`src/include/srs_pkg.sv`:
```
// What this block does
// - Pressure acquisition period counts in 2 s units; 5400 gives one reading per 3 h.
// - Store one backup record after the configured number of acquisitions.
// - Send one periodic data frame after the configured number of backups.
// - Transmission period zero means no periodic frames, events only.
// - Analog acquisition period zero disables analog periodic reporting and alarms.
// - Transmission period one sends a frame at every backup, latest record only.
// - Frame on entering alarm and another frame on return to normal.
// - Alarm type zero disables alarms; type one selects low threshold.
// - Low alarm sets below threshold, clears above threshold plus hysteresis.
// - Periodic and alarm reporting work together on one channel.
// - Keep-alive frame code 0x30 every period in 10 s units.
// - Immediate keep-alive on downlink 0x05 or magnet held three seconds.
// - Terminal inputs ignore pulses shorter than their debounce time.
// - Terminal config 0x41 is single-edge detection, 100 ms debounce; zero disables.
// - Event count one sends a frame per qualified edge.
// - Event count N sends a frame once N qualified edges were seen.
// - Terminal inputs never produce periodic frames.
// - Terminal config 0x05 is an output, default closed, set by downlink.
// - Terminal config 0x73 counts rising and falling edges, one second guard.
// - Pressure acquisition period defaults to hourly readings.
package srs_pkg;
	// ----------------------------------------
	// Timing
	// ----------------------------------------
	localparam int unsigned CLK_KHZ = 125000;
	localparam int unsigned BASE_MS = 2000;
	localparam int unsigned KA_BASES = 5;
	localparam int unsigned MAGNET_HOLD_MS = 3000;
	// Debounce times in ms, picked by config bits 1:0
	localparam logic [9:0] DEB_MS_0 = 10'h000;
	localparam logic [9:0] DEB_MS_1 = 10'h064;
	localparam logic [9:0] DEB_MS_2 = 10'h00a;
	localparam logic [9:0] DEB_MS_3 = 10'h3e8;
	// ----------------------------------------
	// Reset values and codes
	// ----------------------------------------
	localparam logic [15:0] PRESS_ACQ_RST = 16'h0708;
	localparam logic [15:0] ANALOG_ACQ_RST = 16'h0000;
	localparam logic [7:0] KA_CODE = 8'h30;
	localparam logic [7:0] DATA_CODE = 8'h00;
	localparam logic [7:0] DL_KA_REQ = 8'h05;
	localparam logic [7:0] TERM_OFF = 8'h00;
	localparam logic [7:0] TERM_OUT = 8'h05;
	localparam logic TERM_OUT_RST = 1'b1;
	// Edge select, config bits 5:4
	localparam logic [1:0] EDGE_FALL = 2'h0;
	localparam logic [1:0] EDGE_RISE = 2'h1;
	// ----------------------------------------
	// Types
	// ----------------------------------------
	typedef struct packed {
		logic [7:0] backup_count;
		logic [7:0] tx_period;
		logic [1:0] alarm_type;
		logic [15:0] high_threshold;
		logic [15:0] high_hysteresis;
		logic [15:0] low_threshold;
		logic [15:0] low_hysteresis;
	} srs_chan_cfg_s;
	typedef struct packed {
		logic [1:0] periodic;
		logic [1:0] alarm;
		logic keepalive;
		logic on_demand;
		logic [1:0] terminal;
		logic [7:0] code;
	} srs_frame_s;
	typedef enum logic [1:0] {MAG_IDLE, MAG_HOLD, MAG_DONE} srs_mag_e;
endpackage : srs_pkg

```
`src/hdl/srs_top.sv`:
```
`timescale 1ns/1ps
`default_nettype none
module srs_top #(
	parameter int unsigned CYC_MS = srs_pkg::CLK_KHZ
) (
	input wire logic clk,
	input wire logic nrst,
	input wire logic cfg_load,
	input wire logic [15:0] pressure_acq_period,
	input wire logic [15:0] analog_acq_period,
	input wire srs_pkg::srs_chan_cfg_s pressure_cfg,
	input wire srs_pkg::srs_chan_cfg_s analog_cfg,
	input wire logic [15:0] keepalive_period,
	input wire logic [7:0] terminal_one_config,
	input wire logic [7:0] terminal_one_event_count,
	input wire logic [7:0] terminal_two_config,
	input wire logic [7:0] terminal_two_event_count,
	input wire logic [1:0] sample_valid,
	input wire logic [15:0] pressure_sample,
	input wire logic [15:0] analog_sample,
	input wire logic dl_valid,
	input wire logic [7:0] dl_code,
	input wire logic dl_out_valid,
	input wire logic dl_out_term,
	input wire logic dl_out_state,
	input wire logic magnet_in,
	input wire logic [1:0] term_in,
	output logic [1:0] term_out,
	output logic [1:0] term_oe,
	output logic [1:0] acq_req,
	output logic [1:0] backup_strobe,
	output logic [1:0] alarm_active,
	output srs_pkg::srs_frame_s frame
);
	import srs_pkg::*;
	// ----------------------------------------
	// Time base
	// ----------------------------------------
	logic [23:0] ms_cnt_r;
	logic [10:0] base_cnt_r;
	logic [2:0] ka_sub_r;
	wire logic tick_ms;
	wire logic tick_2s;
	wire logic tick_10s;
	// Millisecond tick drives every slow counter
	assign tick_ms = ms_cnt_r == 24'(CYC_MS - 1);
	assign tick_2s = tick_ms && (base_cnt_r == 11'(BASE_MS - 1));
	assign tick_10s = tick_2s && (ka_sub_r == 3'(KA_BASES - 1));
	// Cascaded dividers
	always_ff @(posedge clk or negedge nrst) begin
		if (!nrst) begin
			ms_cnt_r <= 24'h000000;
			base_cnt_r <= 11'h000;
			ka_sub_r <= 3'h0;
		end else begin
			ms_cnt_r <= tick_ms ? 24'h000000 : ms_cnt_r + 24'h000001;
			if (tick_ms)
				base_cnt_r <= tick_2s ? 11'h000 : base_cnt_r + 11'h001;
			if (tick_2s)
				ka_sub_r <= tick_10s ? 3'h0 : ka_sub_r + 3'h1;
		end
	end
	// ----------------------------------------
	// Measurement channels
	// ----------------------------------------
	srs_chan_cfg_s ch_cfg [2];
	wire logic [15:0] ch_smp [2];
	wire logic [15:0] ch_acq_in [2];
	wire logic [1:0] acq_hit;
	wire logic [1:0] bk_hit;
	wire logic [1:0] tx_hit;
	wire logic [1:0] alm_evt;
	wire logic [1:0] alm_act;
	assign ch_cfg[0] = pressure_cfg;
	assign ch_cfg[1] = analog_cfg;
	assign ch_smp[0] = pressure_sample;
	assign ch_smp[1] = analog_sample;
	assign ch_acq_in[0] = pressure_acq_period;
	assign ch_acq_in[1] = analog_acq_period;
	for (genvar c = 0; c < 2; c++) begin : g_ch
		logic [15:0] acq_r;
		logic [15:0] acq_cnt_r;
		logic [7:0] bk_cnt_r;
		logic [7:0] tx_cnt_r;
		logic lo_alm_r;
		logic hi_alm_r;
		wire logic acq_en;
		wire logic smp_ok;
		wire logic [7:0] bk_n;
		wire logic tx_en;
		wire logic lo_en;
		wire logic hi_en;
		wire logic [16:0] v;
		wire logic [16:0] lo_top;
		wire logic [16:0] hi_bot;
		wire logic lo_set;
		wire logic lo_clr;
		wire logic hi_set;
		wire logic hi_clr;
		// Zero period switches the whole channel off
		assign acq_en = acq_r != 16'h0000;
		assign acq_hit[c] = acq_en && tick_2s && (acq_cnt_r >= acq_r - 16'h0001);
		assign smp_ok = sample_valid[c] && acq_en;
		// A count of zero is treated as one so records never stall
		assign bk_n = (ch_cfg[c].backup_count == 8'h00) ? 8'h01 : ch_cfg[c].backup_count;
		assign bk_hit[c] = smp_ok && (bk_cnt_r >= bk_n - 8'h01);
		assign tx_en = ch_cfg[c].tx_period != 8'h00;
		// Period one fires on every backup, no history held
		assign tx_hit[c] = bk_hit[c] && tx_en && (tx_cnt_r >= ch_cfg[c].tx_period - 8'h01);
		// Threshold compare, one bit wider so sums cannot wrap
		assign lo_en = acq_en && ch_cfg[c].alarm_type[0];
		assign hi_en = acq_en && ch_cfg[c].alarm_type[1];
		assign v = {1'b0, ch_smp[c]};
		assign lo_top = {1'b0, ch_cfg[c].low_threshold} + {1'b0, ch_cfg[c].low_hysteresis};
		assign hi_bot = {1'b0, ch_cfg[c].high_threshold} - {1'b0, ch_cfg[c].high_hysteresis};
		assign lo_set = smp_ok && lo_en && !lo_alm_r && (ch_smp[c] < ch_cfg[c].low_threshold);
		assign lo_clr = smp_ok && lo_en && lo_alm_r && (v > lo_top);
		assign hi_set = smp_ok && hi_en && !hi_alm_r && (ch_smp[c] > ch_cfg[c].high_threshold);
		assign hi_clr = smp_ok && hi_en && hi_alm_r && !hi_bot[16] && (v < hi_bot);
		// Alarm frames go out alongside periodic ones
		assign alm_evt[c] = lo_set || lo_clr || hi_set || hi_clr;
		assign alm_act[c] = lo_alm_r || hi_alm_r;
		// Acquisition period register, loaded by software
		always_ff @(posedge clk or negedge nrst) begin
			if (!nrst)
				acq_r <= (c == 0) ? PRESS_ACQ_RST : ANALOG_ACQ_RST;
			else if (cfg_load)
				acq_r <= ch_acq_in[c];
		end
		// Pacing counters, cleared by the event they trigger
		always_ff @(posedge clk or negedge nrst) begin
			if (!nrst) begin
				acq_cnt_r <= 16'h0000;
				bk_cnt_r <= 8'h00;
				tx_cnt_r <= 8'h00;
			end else begin
				if (!acq_en || acq_hit[c])
					acq_cnt_r <= 16'h0000;
				else if (tick_2s)
					acq_cnt_r <= acq_cnt_r + 16'h0001;
				if (bk_hit[c])
					bk_cnt_r <= 8'h00;
				else if (smp_ok)
					bk_cnt_r <= bk_cnt_r + 8'h01;
				if (tx_hit[c] || !tx_en)
					tx_cnt_r <= 8'h00;
				else if (bk_hit[c])
					tx_cnt_r <= tx_cnt_r + 8'h01;
			end
		end
		// Alarm state; disabling drops it without a frame
		always_ff @(posedge clk or negedge nrst) begin
			if (!nrst) begin
				lo_alm_r <= 1'b0;
				hi_alm_r <= 1'b0;
			end else begin
				lo_alm_r <= lo_en && (lo_set || (lo_alm_r && !lo_clr));
				hi_alm_r <= hi_en && (hi_set || (hi_alm_r && !hi_clr));
			end
		end
	end
	// ----------------------------------------
	// Keep-alive and on-demand requests
	// ----------------------------------------
	logic [15:0] ka_cnt_r;
	logic [1:0] mag_sync_r;
	logic [11:0] mag_cnt_r;
	srs_mag_e mag_st_r;
	srs_mag_e mag_nxt;
	wire logic ka_en;
	wire logic ka_hit;
	wire logic dl_ka;
	wire logic mag_fire;
	assign ka_en = keepalive_period != 16'h0000;
	assign ka_hit = ka_en && tick_10s && (ka_cnt_r >= keepalive_period - 16'h0001);
	assign dl_ka = dl_valid && (dl_code == DL_KA_REQ);
	assign mag_fire = (mag_st_r == MAG_HOLD) && tick_ms && (mag_cnt_r == 12'(MAGNET_HOLD_MS - 1));
	// Keep-alive period in 10 s units
	always_ff @(posedge clk or negedge nrst) begin
		if (!nrst)
			ka_cnt_r <= 16'h0000;
		else if (!ka_en || ka_hit)
			ka_cnt_r <= 16'h0000;
		else if (tick_10s)
			ka_cnt_r <= ka_cnt_r + 16'h0001;
	end
	// Magnet hold; one request per hold, re-armed on release
	always_comb begin
		mag_nxt = mag_st_r;
		case (mag_st_r)
			MAG_IDLE: if (mag_sync_r[1]) mag_nxt = MAG_HOLD;
			MAG_HOLD: begin
				if (!mag_sync_r[1])
					mag_nxt = MAG_IDLE;
				else if (mag_fire)
					mag_nxt = MAG_DONE;
			end
			MAG_DONE: if (!mag_sync_r[1]) mag_nxt = MAG_IDLE;
			default: mag_nxt = MAG_IDLE;
		endcase
	end
	// Magnet synchroniser, state and hold timer
	always_ff @(posedge clk or negedge nrst) begin
		if (!nrst) begin
			mag_sync_r <= 2'h0;
			mag_st_r <= MAG_IDLE;
			mag_cnt_r <= 12'h000;
		end else begin
			mag_sync_r <= {mag_sync_r[0], magnet_in};
			mag_st_r <= mag_nxt;
			if (mag_st_r != MAG_HOLD)
				mag_cnt_r <= 12'h000;
			else if (tick_ms)
				mag_cnt_r <= mag_cnt_r + 12'h001;
		end
	end
	// ----------------------------------------
	// Digital terminals
	// ----------------------------------------
	wire logic [7:0] t_cfg [2];
	wire logic [7:0] t_num [2];
	wire logic [1:0] term_evt;
	assign t_cfg[0] = terminal_one_config;
	assign t_cfg[1] = terminal_two_config;
	assign t_num[0] = terminal_one_event_count;
	assign t_num[1] = terminal_two_event_count;

	for (genvar t = 0; t < 2; t++) begin : g_term
		logic [1:0] sync_r;
		logic stable_r;
		logic [9:0] deb_cnt_r;
		logic [7:0] evt_cnt_r;
		logic out_r;
		wire logic is_out;
		wire logic is_in;
		wire logic [9:0] deb_ms;
		wire logic changed;
		wire logic accept;
		wire logic rise;
		wire logic fall;
		wire logic qual;
		wire logic [7:0] evt_n;
		assign is_out = t_cfg[t] == TERM_OUT;
		assign is_in = (t_cfg[t] != TERM_OFF) && !is_out;
		assign deb_ms = (t_cfg[t][1:0] == 2'h0) ? DEB_MS_0 :
			(t_cfg[t][1:0] == 2'h1) ? DEB_MS_1 :
			(t_cfg[t][1:0] == 2'h2) ? DEB_MS_2 : DEB_MS_3;
		// Level must hold the whole debounce time before it counts
		assign changed = sync_r[1] != stable_r;
		assign accept = is_in && changed && ((deb_cnt_r >= deb_ms) ||
			(tick_ms && (deb_cnt_r + 10'h001 >= deb_ms)));
		assign rise = accept && sync_r[1];
		assign fall = accept && !sync_r[1];
		// 0x41 watches falling edges, 0x73 both directions
		assign qual = (t_cfg[t][5:4] == EDGE_FALL) ? fall :
			(t_cfg[t][5:4] == EDGE_RISE) ? rise : accept;
		assign evt_n = (t_num[t] == 8'h00) ? 8'h01 : t_num[t];
		// Edge-driven only, there is no timer path here
		assign term_evt[t] = qual && (evt_cnt_r >= evt_n - 8'h01);
		assign term_out[t] = out_r;
		assign term_oe[t] = is_out;

		// Input synchroniser and debounce filter
		always_ff @(posedge clk or negedge nrst) begin
			if (!nrst) begin
				sync_r <= 2'h3; // Idle high with the pull-up, no false edge after reset
				stable_r <= 1'b1;
				deb_cnt_r <= 10'h000;
			end else begin
				sync_r <= {sync_r[0], term_in[t]};
				if (accept)
					stable_r <= sync_r[1];
				else if (!is_in)
					stable_r <= sync_r[1];
				if (!changed || accept)
					deb_cnt_r <= 10'h000;
				else if (tick_ms && deb_cnt_r != 10'h3ff)
					deb_cnt_r <= deb_cnt_r + 10'h001;
			end
		end

		// Edge counter and downlink-driven output level
		always_ff @(posedge clk or negedge nrst) begin
			if (!nrst) begin
				evt_cnt_r <= 8'h00;
				out_r <= TERM_OUT_RST;
			end else begin
				if (!is_in || term_evt[t])
					evt_cnt_r <= 8'h00;
				else if (qual)
					evt_cnt_r <= evt_cnt_r + 8'h01;
				if (!is_out)
					out_r <= TERM_OUT_RST;
				else if (dl_out_valid && (dl_out_term == 1'(t)))
					out_r <= dl_out_state;
			end
		end
	end

	// ----------------------------------------
	// Frame requests and strobes
	// ----------------------------------------
	srs_frame_s frame_nxt;
	srs_frame_s frame_r;
	logic [1:0] acq_req_r;
	logic [1:0] backup_r;
	logic [1:0] alarm_r;
	wire logic ka_any;

	// Simultaneous causes share one flag word, so none is lost
	assign ka_any = ka_hit || dl_ka || mag_fire;
	assign frame_nxt.periodic = tx_hit;
	assign frame_nxt.alarm = alm_evt;
	assign frame_nxt.keepalive = ka_hit;
	assign frame_nxt.on_demand = dl_ka || mag_fire;
	assign frame_nxt.terminal = term_evt;
	assign frame_nxt.code = ka_any ? KA_CODE : DATA_CODE;

	// Registered outputs, one-cycle pulses except alarm level
	always_ff @(posedge clk or negedge nrst) begin
		if (!nrst) begin
			frame_r <= '0;
			acq_req_r <= 2'h0;
			backup_r <= 2'h0;
			alarm_r <= 2'h0;
		end else begin
			frame_r <= frame_nxt;
			acq_req_r <= acq_hit;
			backup_r <= bk_hit;
			alarm_r <= alm_act;
		end
	end

	assign frame = frame_r;
	assign acq_req = acq_req_r;
	assign backup_strobe = backup_r;
	assign alarm_active = alarm_r;
endmodule : srs_top
`default_nettype wire

```
`config.mk`:
```
export PLATFORM = sky130hd
export DESIGN_NAME = srs_top
export DESIGN_NICKNAME = d
export VERILOG_FILES = /design/src/include/srs_pkg.sv /design/src/hdl/srs_top.sv
export SDC_FILE = /design/constraint.sdc
export NUM_CORES = 1
export LEC_CHECK = 0
export ABC_AREA = 1
export BUFFER_PORTS_ARGS = -buffer_cell sky130_fd_sc_hd__buf_2
export CAP_MARGIN = 5
export CORE_MARGIN = 3
export CORE_UTILIZATION = 35
export CTS_CLUSTER_DIAMETER = 50
export DETAILED_ROUTE_END_ITERATION = 8
export PLACE_DENSITY = 0.53
export SYNTH_ARGS = -nofsm -noshare
export SYNTH_HDL_FRONTEND = slang
export SYNTH_SLANG_ARGS = --single-unit
```
`constraint.sdc`:
```
create_clock -name clk -period 3 [get_ports clk]
set_input_delay 0.45 -clock clk [delete_from_list [all_inputs] [get_ports clk]]
set_output_delay 0.45 -clock clk [all_outputs]
set_load 0.05 [all_outputs]
```
Word level (Yosys, flattened, before mapping)
Index checks and enable logic that the tools add are counted.
Storage, ports and cells
  register bits: 234
  input port bits: 296
  word-level logic and storage cells: 319
Operators by class
  add/subtract/negate cells: 28
  magnitude comparators: 21
  equal/unequal tests: 27
  mux-type cells: 55
  bitwise gates (word level): 1
  reductions and logical operators: 149
Operators with widths (number)
  8-bit two-way mux: 16
  10-bit two-way mux: 10
  16-bit two-way mux: 6
  1-bit logical AND: 71
  16-bit by 1-bit adder with 16-bit output, second input constant: 3
  8-bit by 1-bit adder with 8-bit output, second input constant: 6
  16-bit >= comparator: 3
  8-bit >= comparator: 6
  16-bit nonzero test: 3
  16-bit by 1-bit subtractor with 16-bit output, second input constant: 3
  8-bit by 1-bit subtractor with 8-bit output, second input constant: 6
  10-bit >= comparator: 4
  16-bit by 16-bit adder with 17-bit output: 2
  16-bit by 17-bit greater-than comparator with 1-bit output: 2
  16-bit by 17-bit < comparator with 1-bit output: 2
  16-bit by 16-bit subtractor with 17-bit output: 2
  16-bit greater-than comparator: 2
  8-bit logical NOT: 4
  16-bit < comparator: 2
  8-bit nonzero test: 4
  1-bit logical OR: 26
  24-bit by 1-bit adder with 24-bit output, second input constant: 1
  24-bit by 17-bit == test with 1-bit output, second input constant: 1
  8-bit by 3-bit == test with 1-bit output, second input constant: 3
  27 further kinds: 93

Depth between registers and ports, before layout
Gate-level depths: netlist (run 1).
  depth after elaboration: 14
  mapped depth: 24

Worst setup path before layout (run 1)
No wires, ideal clock.
  kind: input port to flip-flop
  from: input pressure_cfg[48] in the netlist's numbering
  to: register g_ch[0].hi_alm_r
  library setup time: 0.121 ns
  data arrival time: 3.035 ns
  data required time: 2.879 ns
  setup slack: -0.157 ns
  stages: 22
  path buffers: 0
  cell sequence: inv_1 ha_1 inv_1 fa_1 nand3_1 nand2_1 a21oi_1 o21ai_0 a21boi_0 o21ai_0 xnor2_1 ha_1 inv_1 nor3_1 a211oi_1 nand2_1 nand2_1 nand2_1 nand2_1 nand3_1 nand2_1 a21oi_1
On the way
  cells in the longest elaborated chain, start to end: 8
Ends and longest elaborated chain
  from (decl): line srs_top.sv:11  | input wire srs_pkg::srs_chan_cfg_s pressure_cfg,
  parallel branches: the longest is 6 deep, another holds 16-bit by 16-bit subtractor with 17-bit output
  1-bit logical OR (*): line srs_top.sv:158  | hi_alm_r <= hi_en && (hi_set || (hi_alm_r && !hi_clr));
  1-bit logical AND (*): line srs_top.sv:158
  to (signal assigned): line srs_top.sv:158
  to (decl): line srs_top.sv:86  | logic hi_alm_r;
Every way passes the cells marked *.
A chain may end at the register's enable or synchronous reset.

Final worst setup path (run 1)
  from: register g_ch[1].acq_r[2]
  to: register g_ch[1].acq_cnt_r[3]
On the way
  cells in the longest elaborated chain, start to end: 5
Ends and longest elaborated chain
  from (decl): line srs_top.sv:81  | logic [15:0] acq_r;
  from (signal assigned): line srs_top.sv:126  | acq_r <= (c == 0) ? PRESS_ACQ_RST : ANALOG_ACQ_RST;
  from (signal assigned): line srs_top.sv:128  | acq_r <= ch_acq_in[c];
  16-bit by 1-bit subtractor with 16-bit output or 16-bit nonzero test (tied branches): line srs_top.sv:102, srs_top.sv:101
  16-bit >= comparator or 1-bit logical AND (tied branches): line srs_top.sv:102  | assign acq_hit[c] = acq_en && tick_2s && (acq_cnt_r >= acq_r - 16'h0001);
  1-bit logical AND: line srs_top.sv:102
  1-bit logical OR (*): line srs_top.sv:137  | if (!acq_en || acq_hit[c])
  16-bit two-way mux or 2-bit nonzero test (tied branches)
  to (signal assigned): line srs_top.sv:140  | acq_cnt_r <= acq_cnt_r + 16'h0001;
  to (decl): line srs_top.sv:82  | logic [15:0] acq_cnt_r;
Every way passes the cells marked *; elsewhere a longest branch is shown, timed or not.

==> run_results.csv, run 1 <==
group,metric,value,unit
status,status,"completed",
route,dr.first_iter.drc_count,899,
critical_path,cpMaxStageDelayCell,"dfrtp_1",
logic_synthesis,synth_enable_flop_cells,0,
clock_tree,numCtsBuffers,40,
critical_path,cp-start-kind,"flop",
critical_path,critPathMaxFanout,4,
global_routing,grt_overflow,0,
global_routing,met1_usage,24.02,%
place,placed_cell_area,26060,um^2
global_routing,met2_usage,31.20,%
timing,skew,0.01704,ns
logic_synthesis,synth_top_area_share,24.70,%
route,drt-vias-per-instance,4.741,
finish,final-seq-area,5746,um^2
critical_path,crit_required,3.47,ns
min_path,hold_path.class,"in -> reg",
critical_path,cp_num_buf_inv,1,
logic_synthesis,seq_area_frac_synth,26.14,%
clock_tree,clock_sinks,229,
global_routing,grt_pass1_vias,20400,
finish,fin_area,27980,um^2
critical_path,critPathArrivalTime,3.44,ns
finish,layout_common_cells,"nand2_1 (591), inv_1 (440), ha_1 (337), buf_2 (314), buf_4 (219)",
timing,max_slew_margin,46.33,%
timing,fin_crit_sh,98.90,%
timing,fmax,337.0,MHz
die,die_area,65850,um^2
critical_path,critPathKind,"reg -> reg",
clock_tree,clk_pin_slew,0.05,ns
finish,nets,4191,
timing,rsz0062_at_grt,"true",
global_routing,grt_antenna_before_repair,2,
global_routing,top_usage_layer,"met2",
job,drv_cap,0,
route,wirelength,60490,um
critical_path,max_stage_delay,0.38,ns
finish,syn_to_final_growth,27.30,%
global_routing,grt_use_met3,2.202,%
timing,setup_viol,0,
die,die-height,256.6,um
power_and_ir_drop,vdd_ir_drop_max,410.1,uV
clock_tree,clkLatencyLatePin,0.55,ns
power_and_ir_drop,leakagePower,14.91,nW
logic_synthesis,synth_top_area_cell,"dfrtp_1",
critical_path,cp_top_family,"simple AND/OR/NAND/NOR gates",
finish,drive_gt1_share,21.00,%
logic_synthesis,synth.area.top_cells,"dfrtp_1 (25%), ha_1 (19%), nand2_1 (10%)",
timing,drv_slew,0,
route,drc_errors,0,
route,first_pass_iters,5,
place,portBuffers,315,
global_routing,track_usage,18.02,%
power_and_ir_drop,p_total,11.26,mW
logic_synthesis,synthFlopType,"dfrtp_1",
logic_synthesis,syn-cell-area,21980,um^2
finish,multi_input_area,14780,um^2
die,die_x,256.6,um
route,wire_per_inst,13.69,um
logic_synthesis,ys_warn_count,0,
logic_synthesis,syn_inst,2993,
clock_tree,cts_tree,"built",
clock_tree,h-tree-depth,2,
finish,final.fill_count,6483,
critical_path,worstPathCellList,"inv_2 -> nand3_4 -> nor3_4 -> nand2_1 -> nor2_2 -> nand3_2 -> nor2_4 -> nand3_2 -> nor3_2 -> xor2_1 -> ha_1 -> a21oi_2 -> o21ai_1 -> nor2_1 -> nand2_1 -> a21oi_4 -> or2_4 -> nand2_4 -> nor3b_2",
die,start_util,35.49,%
timing,fin_setup_tns,0,ns
die,ios,322,
clock_tree,clockBufferDepth,3,
route,antenna_left,0,
place,hpwl,49180,um
timing,post-route-min-period,2.967,ns
place,finalWeightedCongestion,0.8924,
die,core,61940,um^2
logic_synthesis,synth.avg_cell_area,7.345,um^2
finish,final_common_cell,"nand2_1",
place,dp_cells,4327,
clock_tree,cts_root_buf,"clkbuf_16",
route,via_count,20950,
timing,worst_pin_slew,0.8050,ns
global_routing,grt_max_degree,77,
logic_synthesis,yosys_register_bits,229,
critical_path,setup.worst_path.end_class,"flop",
die,rows,91,
logic_synthesis,synthArstFlopShare,100.0,%
finish,final_cells,4419,
timing,hold_violations,0,
logic_synthesis,yosysUniqueCellTypes,58,
power_and_ir_drop,p_per_area,402.4,nW/um^2
global_routing,grt_pass1_wl,99530,um
==> where the power goes <==
| group | switching, mW | internal, mW | leakage [nW] | total (mW) |
|---|---|---|---|---|
| clock network | 1.67 | 2.80 | 0.630 | 4.47 |
| registers | 0.211 | 3.33 | 3.04 | 3.54 |
| logic | 1.82 | 1.43 | 11.2 | 3.25 |
| total | 3.70 | 7.56 | 14.9 | 11.3 |
==> per-stage QoR <==
stage | hold slack [ns] | worst slack [ns] | util [%]
finish | 0.05131 | 0.03306 | 45.18
global route | 0.02008 | -0.2512 | 45.18
CTS | 0.02069 | -0.08205 | 44.46
detailed placement | 0.3380 | -0.4761 | 42.08
global placement | 0.3341 | -0.4368 | 42.08
floorplan | 0.1544 | -0.02688 | -
==> logic make-up (layout without fill, tap and decap cells) <==
family | count (synthesis) | count (layout) | synth area share [%]
buffers and inverters | 493 | 1075 | 8.777
DFF | 229 | 229 | 26.14
AOI/OAI and AO/OA | 455 | 456 | 11.54
muxes | 6 | 6 | 0.3073
xor gates and xnor gates | 203 | 203 | 8.088
and+or+nand+nor | 1261 | 1261 | 25.36
adders and majority gates | 345 | 345 | 19.77
other | 1 | 7 | 0.01706
==> sequential cells by signal, indices dropped and copies added, names as in the netlist, 3 cells and up <==
signal and cells:
g_ch.acq_r 32, frame 9, g_ch.tx_cnt_r 16, g_term.sync_r 4, g_term.deb_cnt_r 20, g_ch.acq_cnt_r 32, g_term.evt_cnt_r 16, g_ch.bk_cnt_r 16
base_cnt_r 11, ms_cnt_r 24, mag_cnt_r 12, ka_sub_r 3, ka_cnt_r 16
==> per-layer routing <==
metal / wire [um] / part of all wire, % / vias to the layer above
met2: 28560 / 47 / 344
li1: - / - / 11140
met3: 2264 / 3.7 / 61
met1: 28680 / 47 / 9408
met5: 0 / 0 / -
met4: 992 / 1.6 / 0
==> synth_stat cells (14+ instances only) <==
| cell | number |
|---|---|
| dfrtp_1 | 217 |
| a21oi_1 | 218 |
| xnor2_1 | 55 |
| nor3_1 | 94 |
| nand2_1 | 599 |
| nand4_1 | 98 |
| ha_1 | 341 |
| inv_1 | 448 |
| nand3_1 | 160 |
| buf_4 | 14 |
| a211oi_1 | 14 |
| nor4_1 | 31 |
| nor2_1 | 231 |
| o21ai_0 | 131 |
| xor2_1 | 148 |
==> worst paths after layout <==
path / start / to / slack, ns / cells past startpoint
setup / recovery: g_ch[1].acq_r[2] / g_ch[1].acq_cnt_r[3] / 0.03 / 19
hold / removal: magnet_in / mag_sync_r[0] / 0.05 / 1
setup reg to reg: g_ch[1].acq_r[2] / g_ch[1].acq_cnt_r[3] / 0.03 / 19
hold reg to reg: g_term[1].sync_r[0] / g_term[1].sync_r[1] / 0.36 / 0
max in group asynchronous: nrst / g_ch[0].acq_r[9] / 1.69 / 3
min in group asynchronous: nrst / g_term[1].evt_cnt_r[3] / 0.42 / 2
==> timing repair <==
| action | 4_1_cts | 5_1_grt |
|---|---|---|
| pin swaps | 9 | 57 |
| setup buffers | 2 | 14 |
| cloned | 1 | 1 |
| hold endpoints to repair | 59 | 0 |
| resized for setup | 31 | 92 |
| hold buffers | 3 | 0 |
| setup endpoints to repair | 50 | 79 |
==> final cells by class <==
cell class / count / share of cell area (%)
multi-input combinational: 2277 / 52.81
sequential: 229 / 20.53
timing repair buffer: 544 / 12.03
inverter: 458 / 6.161
clock buffer: 50 / 3.930
tap: 837 / 3.742
clock inverter: 23 / 0.7825
antenna: 1 / 0.008943
(Power assumes the default switching activity.)
==> run 2, diff against run 1 <==
--- a/config.mk
+++ b/config.mk
@@ -12,7 +12,6 @@
 export CORE_UTILIZATION = 35
 export CTS_CLUSTER_DIAMETER = 50
 export DETAILED_ROUTE_END_ITERATION = 8
-export PLACE_DENSITY = 0.53
 export SYNTH_ARGS = -nofsm -noshare
 export SYNTH_HDL_FRONTEND = slang
 export SYNTH_SLANG_ARGS = --single-unit
==> run_results.csv, run 2 (synthesis gave the netlist of run 1 again) <==
group,metric,value,unit
status,status,"completed",
route,dr.first_iter.drc_count,727,
die,die_area,65850,um^2
route,antenna_left,0,
route,drc_errors,0,
timing,fin_crit_sh,99.36,%
finish,layout_common_cells,"nand2_1 (589), inv_1 (441), ha_1 (337), buf_2 (314), nor2_1 (218)",
die,die_x,256.6,um
critical_path,cp_top_family,"simple AND/OR/NAND/NOR gates",
finish,syn_to_final_growth,26.56,%
route,wirelength,57840,um
critical_path,critPathArrivalTime,3.44,ns
timing,whs,0.1101,ns
die,ios,322,
finish,final_common_cell,"nand2_1",
timing,fmax,335.5,MHz
critical_path,cp-start-kind,"flop",
critical_path,setup.worst_path.end_class,"flop",
clock_tree,clockBufferDepth,3,
power_and_ir_drop,leakagePower,14.83,nW
power_and_ir_drop,p_per_area,407.0,nW/um^2
critical_path,critPathMaxFanout,4,
finish,nets,4165,
critical_path,cpMaxStageDelayCell,"dfrtp_1",
power_and_ir_drop,p_total,11.32,mW
route,via_count,21030,
clock_tree,clk_pin_slew,0.06,ns
clock_tree,cts_root_buf,"clkbuf_16",
die,die-height,256.6,um
critical_path,critPathKind,"reg -> reg",
power_and_ir_drop,vdd_ir_drop_max,379.5,uV
timing,skew,0.02888,ns
clock_tree,cts_tree,"built",
timing,max_slew_margin,46.12,%
finish,fin_area,27820,um^2
timing,setup_viol,0,
place,dp_cells,4299,
finish,reg_top3,"g_ch.acq_cnt_r: 32 flops, g_ch.acq_r: 32 flops, ms_cnt_r: 24 flops",
global_routing,grt_antenna_before_repair,5,
route,wire_per_inst,13.17,um
place,hpwl,46990,um
global_routing,grt_pass1_wl,95520,um
clock_tree,numCtsBuffers,37,
clock_tree,clkLatencyLatePin,0.54,ns
timing,hold_violations,0,
place,portBuffers,315,
global_routing,grt_overflow,0,
global_routing,grt_pass1_vias,20170,
clock_tree,h-tree-depth,2,
timing,post-route-min-period,2.981,ns
route,first_pass_iters,5,
critical_path,cp_num_buf_inv,1,
die,core,61940,um^2
critical_path,max_stage_delay,0.38,ns
route,drt-vias-per-instance,4.788,
die,start_util,35.49,%
clock_tree,clock_sinks,229,
timing,rsz0062_at_grt,"true",
global_routing,track_usage,17.13,%
die,rows,91,
finish,final_cells,4393,
timing,drv_slew,0,
critical_path,worstPathCellList,"inv_2 -> nand3_2 -> nor3_2 -> nand2_1 -> nor2_2 -> nand3_2 -> nor2_4 -> nand3_4 -> nor3_4 -> xor2_1 -> ha_1 -> a21oi_2 -> o21ai_1 -> nor2_1 -> nand2_1 -> a21oi_4 -> or2_4 -> nand2_4 -> nor3b_2",
min_path,hold_path.class,"in -> reg",
critical_path,crit_required,3.46,ns
finish,drive_gt1_share,20.38,%
job,drv_cap,0,
global_routing,grt_max_degree,74,
critical_path,r2r_slack,0.02,ns
timing,worst_pin_slew,0.8081,ns
finish,utilization,44.92,%
place,finalWeightedCongestion,0.8767,
place,placed_cell_area,25870,um^2
==> run 2: final cells by class <==
type                       instances  area [um^2]
antenna                            3        7.507
sequential                       229         5746
timing repair buffer             521         3204
clock inverter                    24        321.6
multi-input combinational       2277        14770
tap                              837         1047
inverter                         458         1722
clock buffer                      44         1005
fill                            6408        34120
==> run 2: what timing repair did <==
item	CTS	global route
hold buffers	4	0
endpoints found under the hold margin	66	0
endpoints found under the setup margin	42	79
pin swaps	13	51
resized for setup	29	88
cloned	1	1
setup buffers	4	13
==> run 2: tightest hold or removal path, delay by kind of cell <==
kind                   cells  cell delay, ns
buffers and inverters      1            0.08
AOI/OAI and AO/OA          1            0.05
and+or+nand+nor            1            0.04
==> run 2: power breakdown <==
part	internal [mW]	switching [mW]
logic	1.39	1.77
registers	3.33	0.213
clock network	2.96	1.67
==> run 2: through the flow <==
step            TNS, ns  setup slack, ns
2_1_floorplan  -0.02688         -0.02688
3_3_place_gp     -7.430          -0.3411
3_5_place_dp     -11.72          -0.3915
4_1_cts         -0.4479         -0.06274
5_1_grt          -5.102          -0.2148
6_report              0          0.01926
==> run 2: worst paths after layout <==
path / endpoint / cells past startpoint / startpoint
max: g_ch[1].acq_cnt_r[2] / 19 / g_ch[1].acq_r[2]
min: g_ch[1].acq_r[8] / 3 / analog_acq_period[8]
max reg2reg: g_ch[1].acq_cnt_r[2] / 19 / g_ch[1].acq_r[2]
min reg2reg: g_term[1].sync_r[1] / 0 / g_term[1].sync_r[0]
max in group asynchronous: g_ch[1].acq_r[3] / 3 / nrst
min in group asynchronous: g_term[0].evt_cnt_r[7] / 2 / nrst
==> run 2: metal layers <==
| metal | track usage [%] | up-vias | wire length (um) |
|---|---|---|---|
| li1 | - | 11100 | - |
| met1 | 22.86 | 9494 | 27150 |
| met2 | 28.95 | 353 | 26960 |
| met3 | 2.351 | 81 | 2486 |
| met5 | 0 | - | 27 |
| met4 | 4.787 | 4 | 1216 |
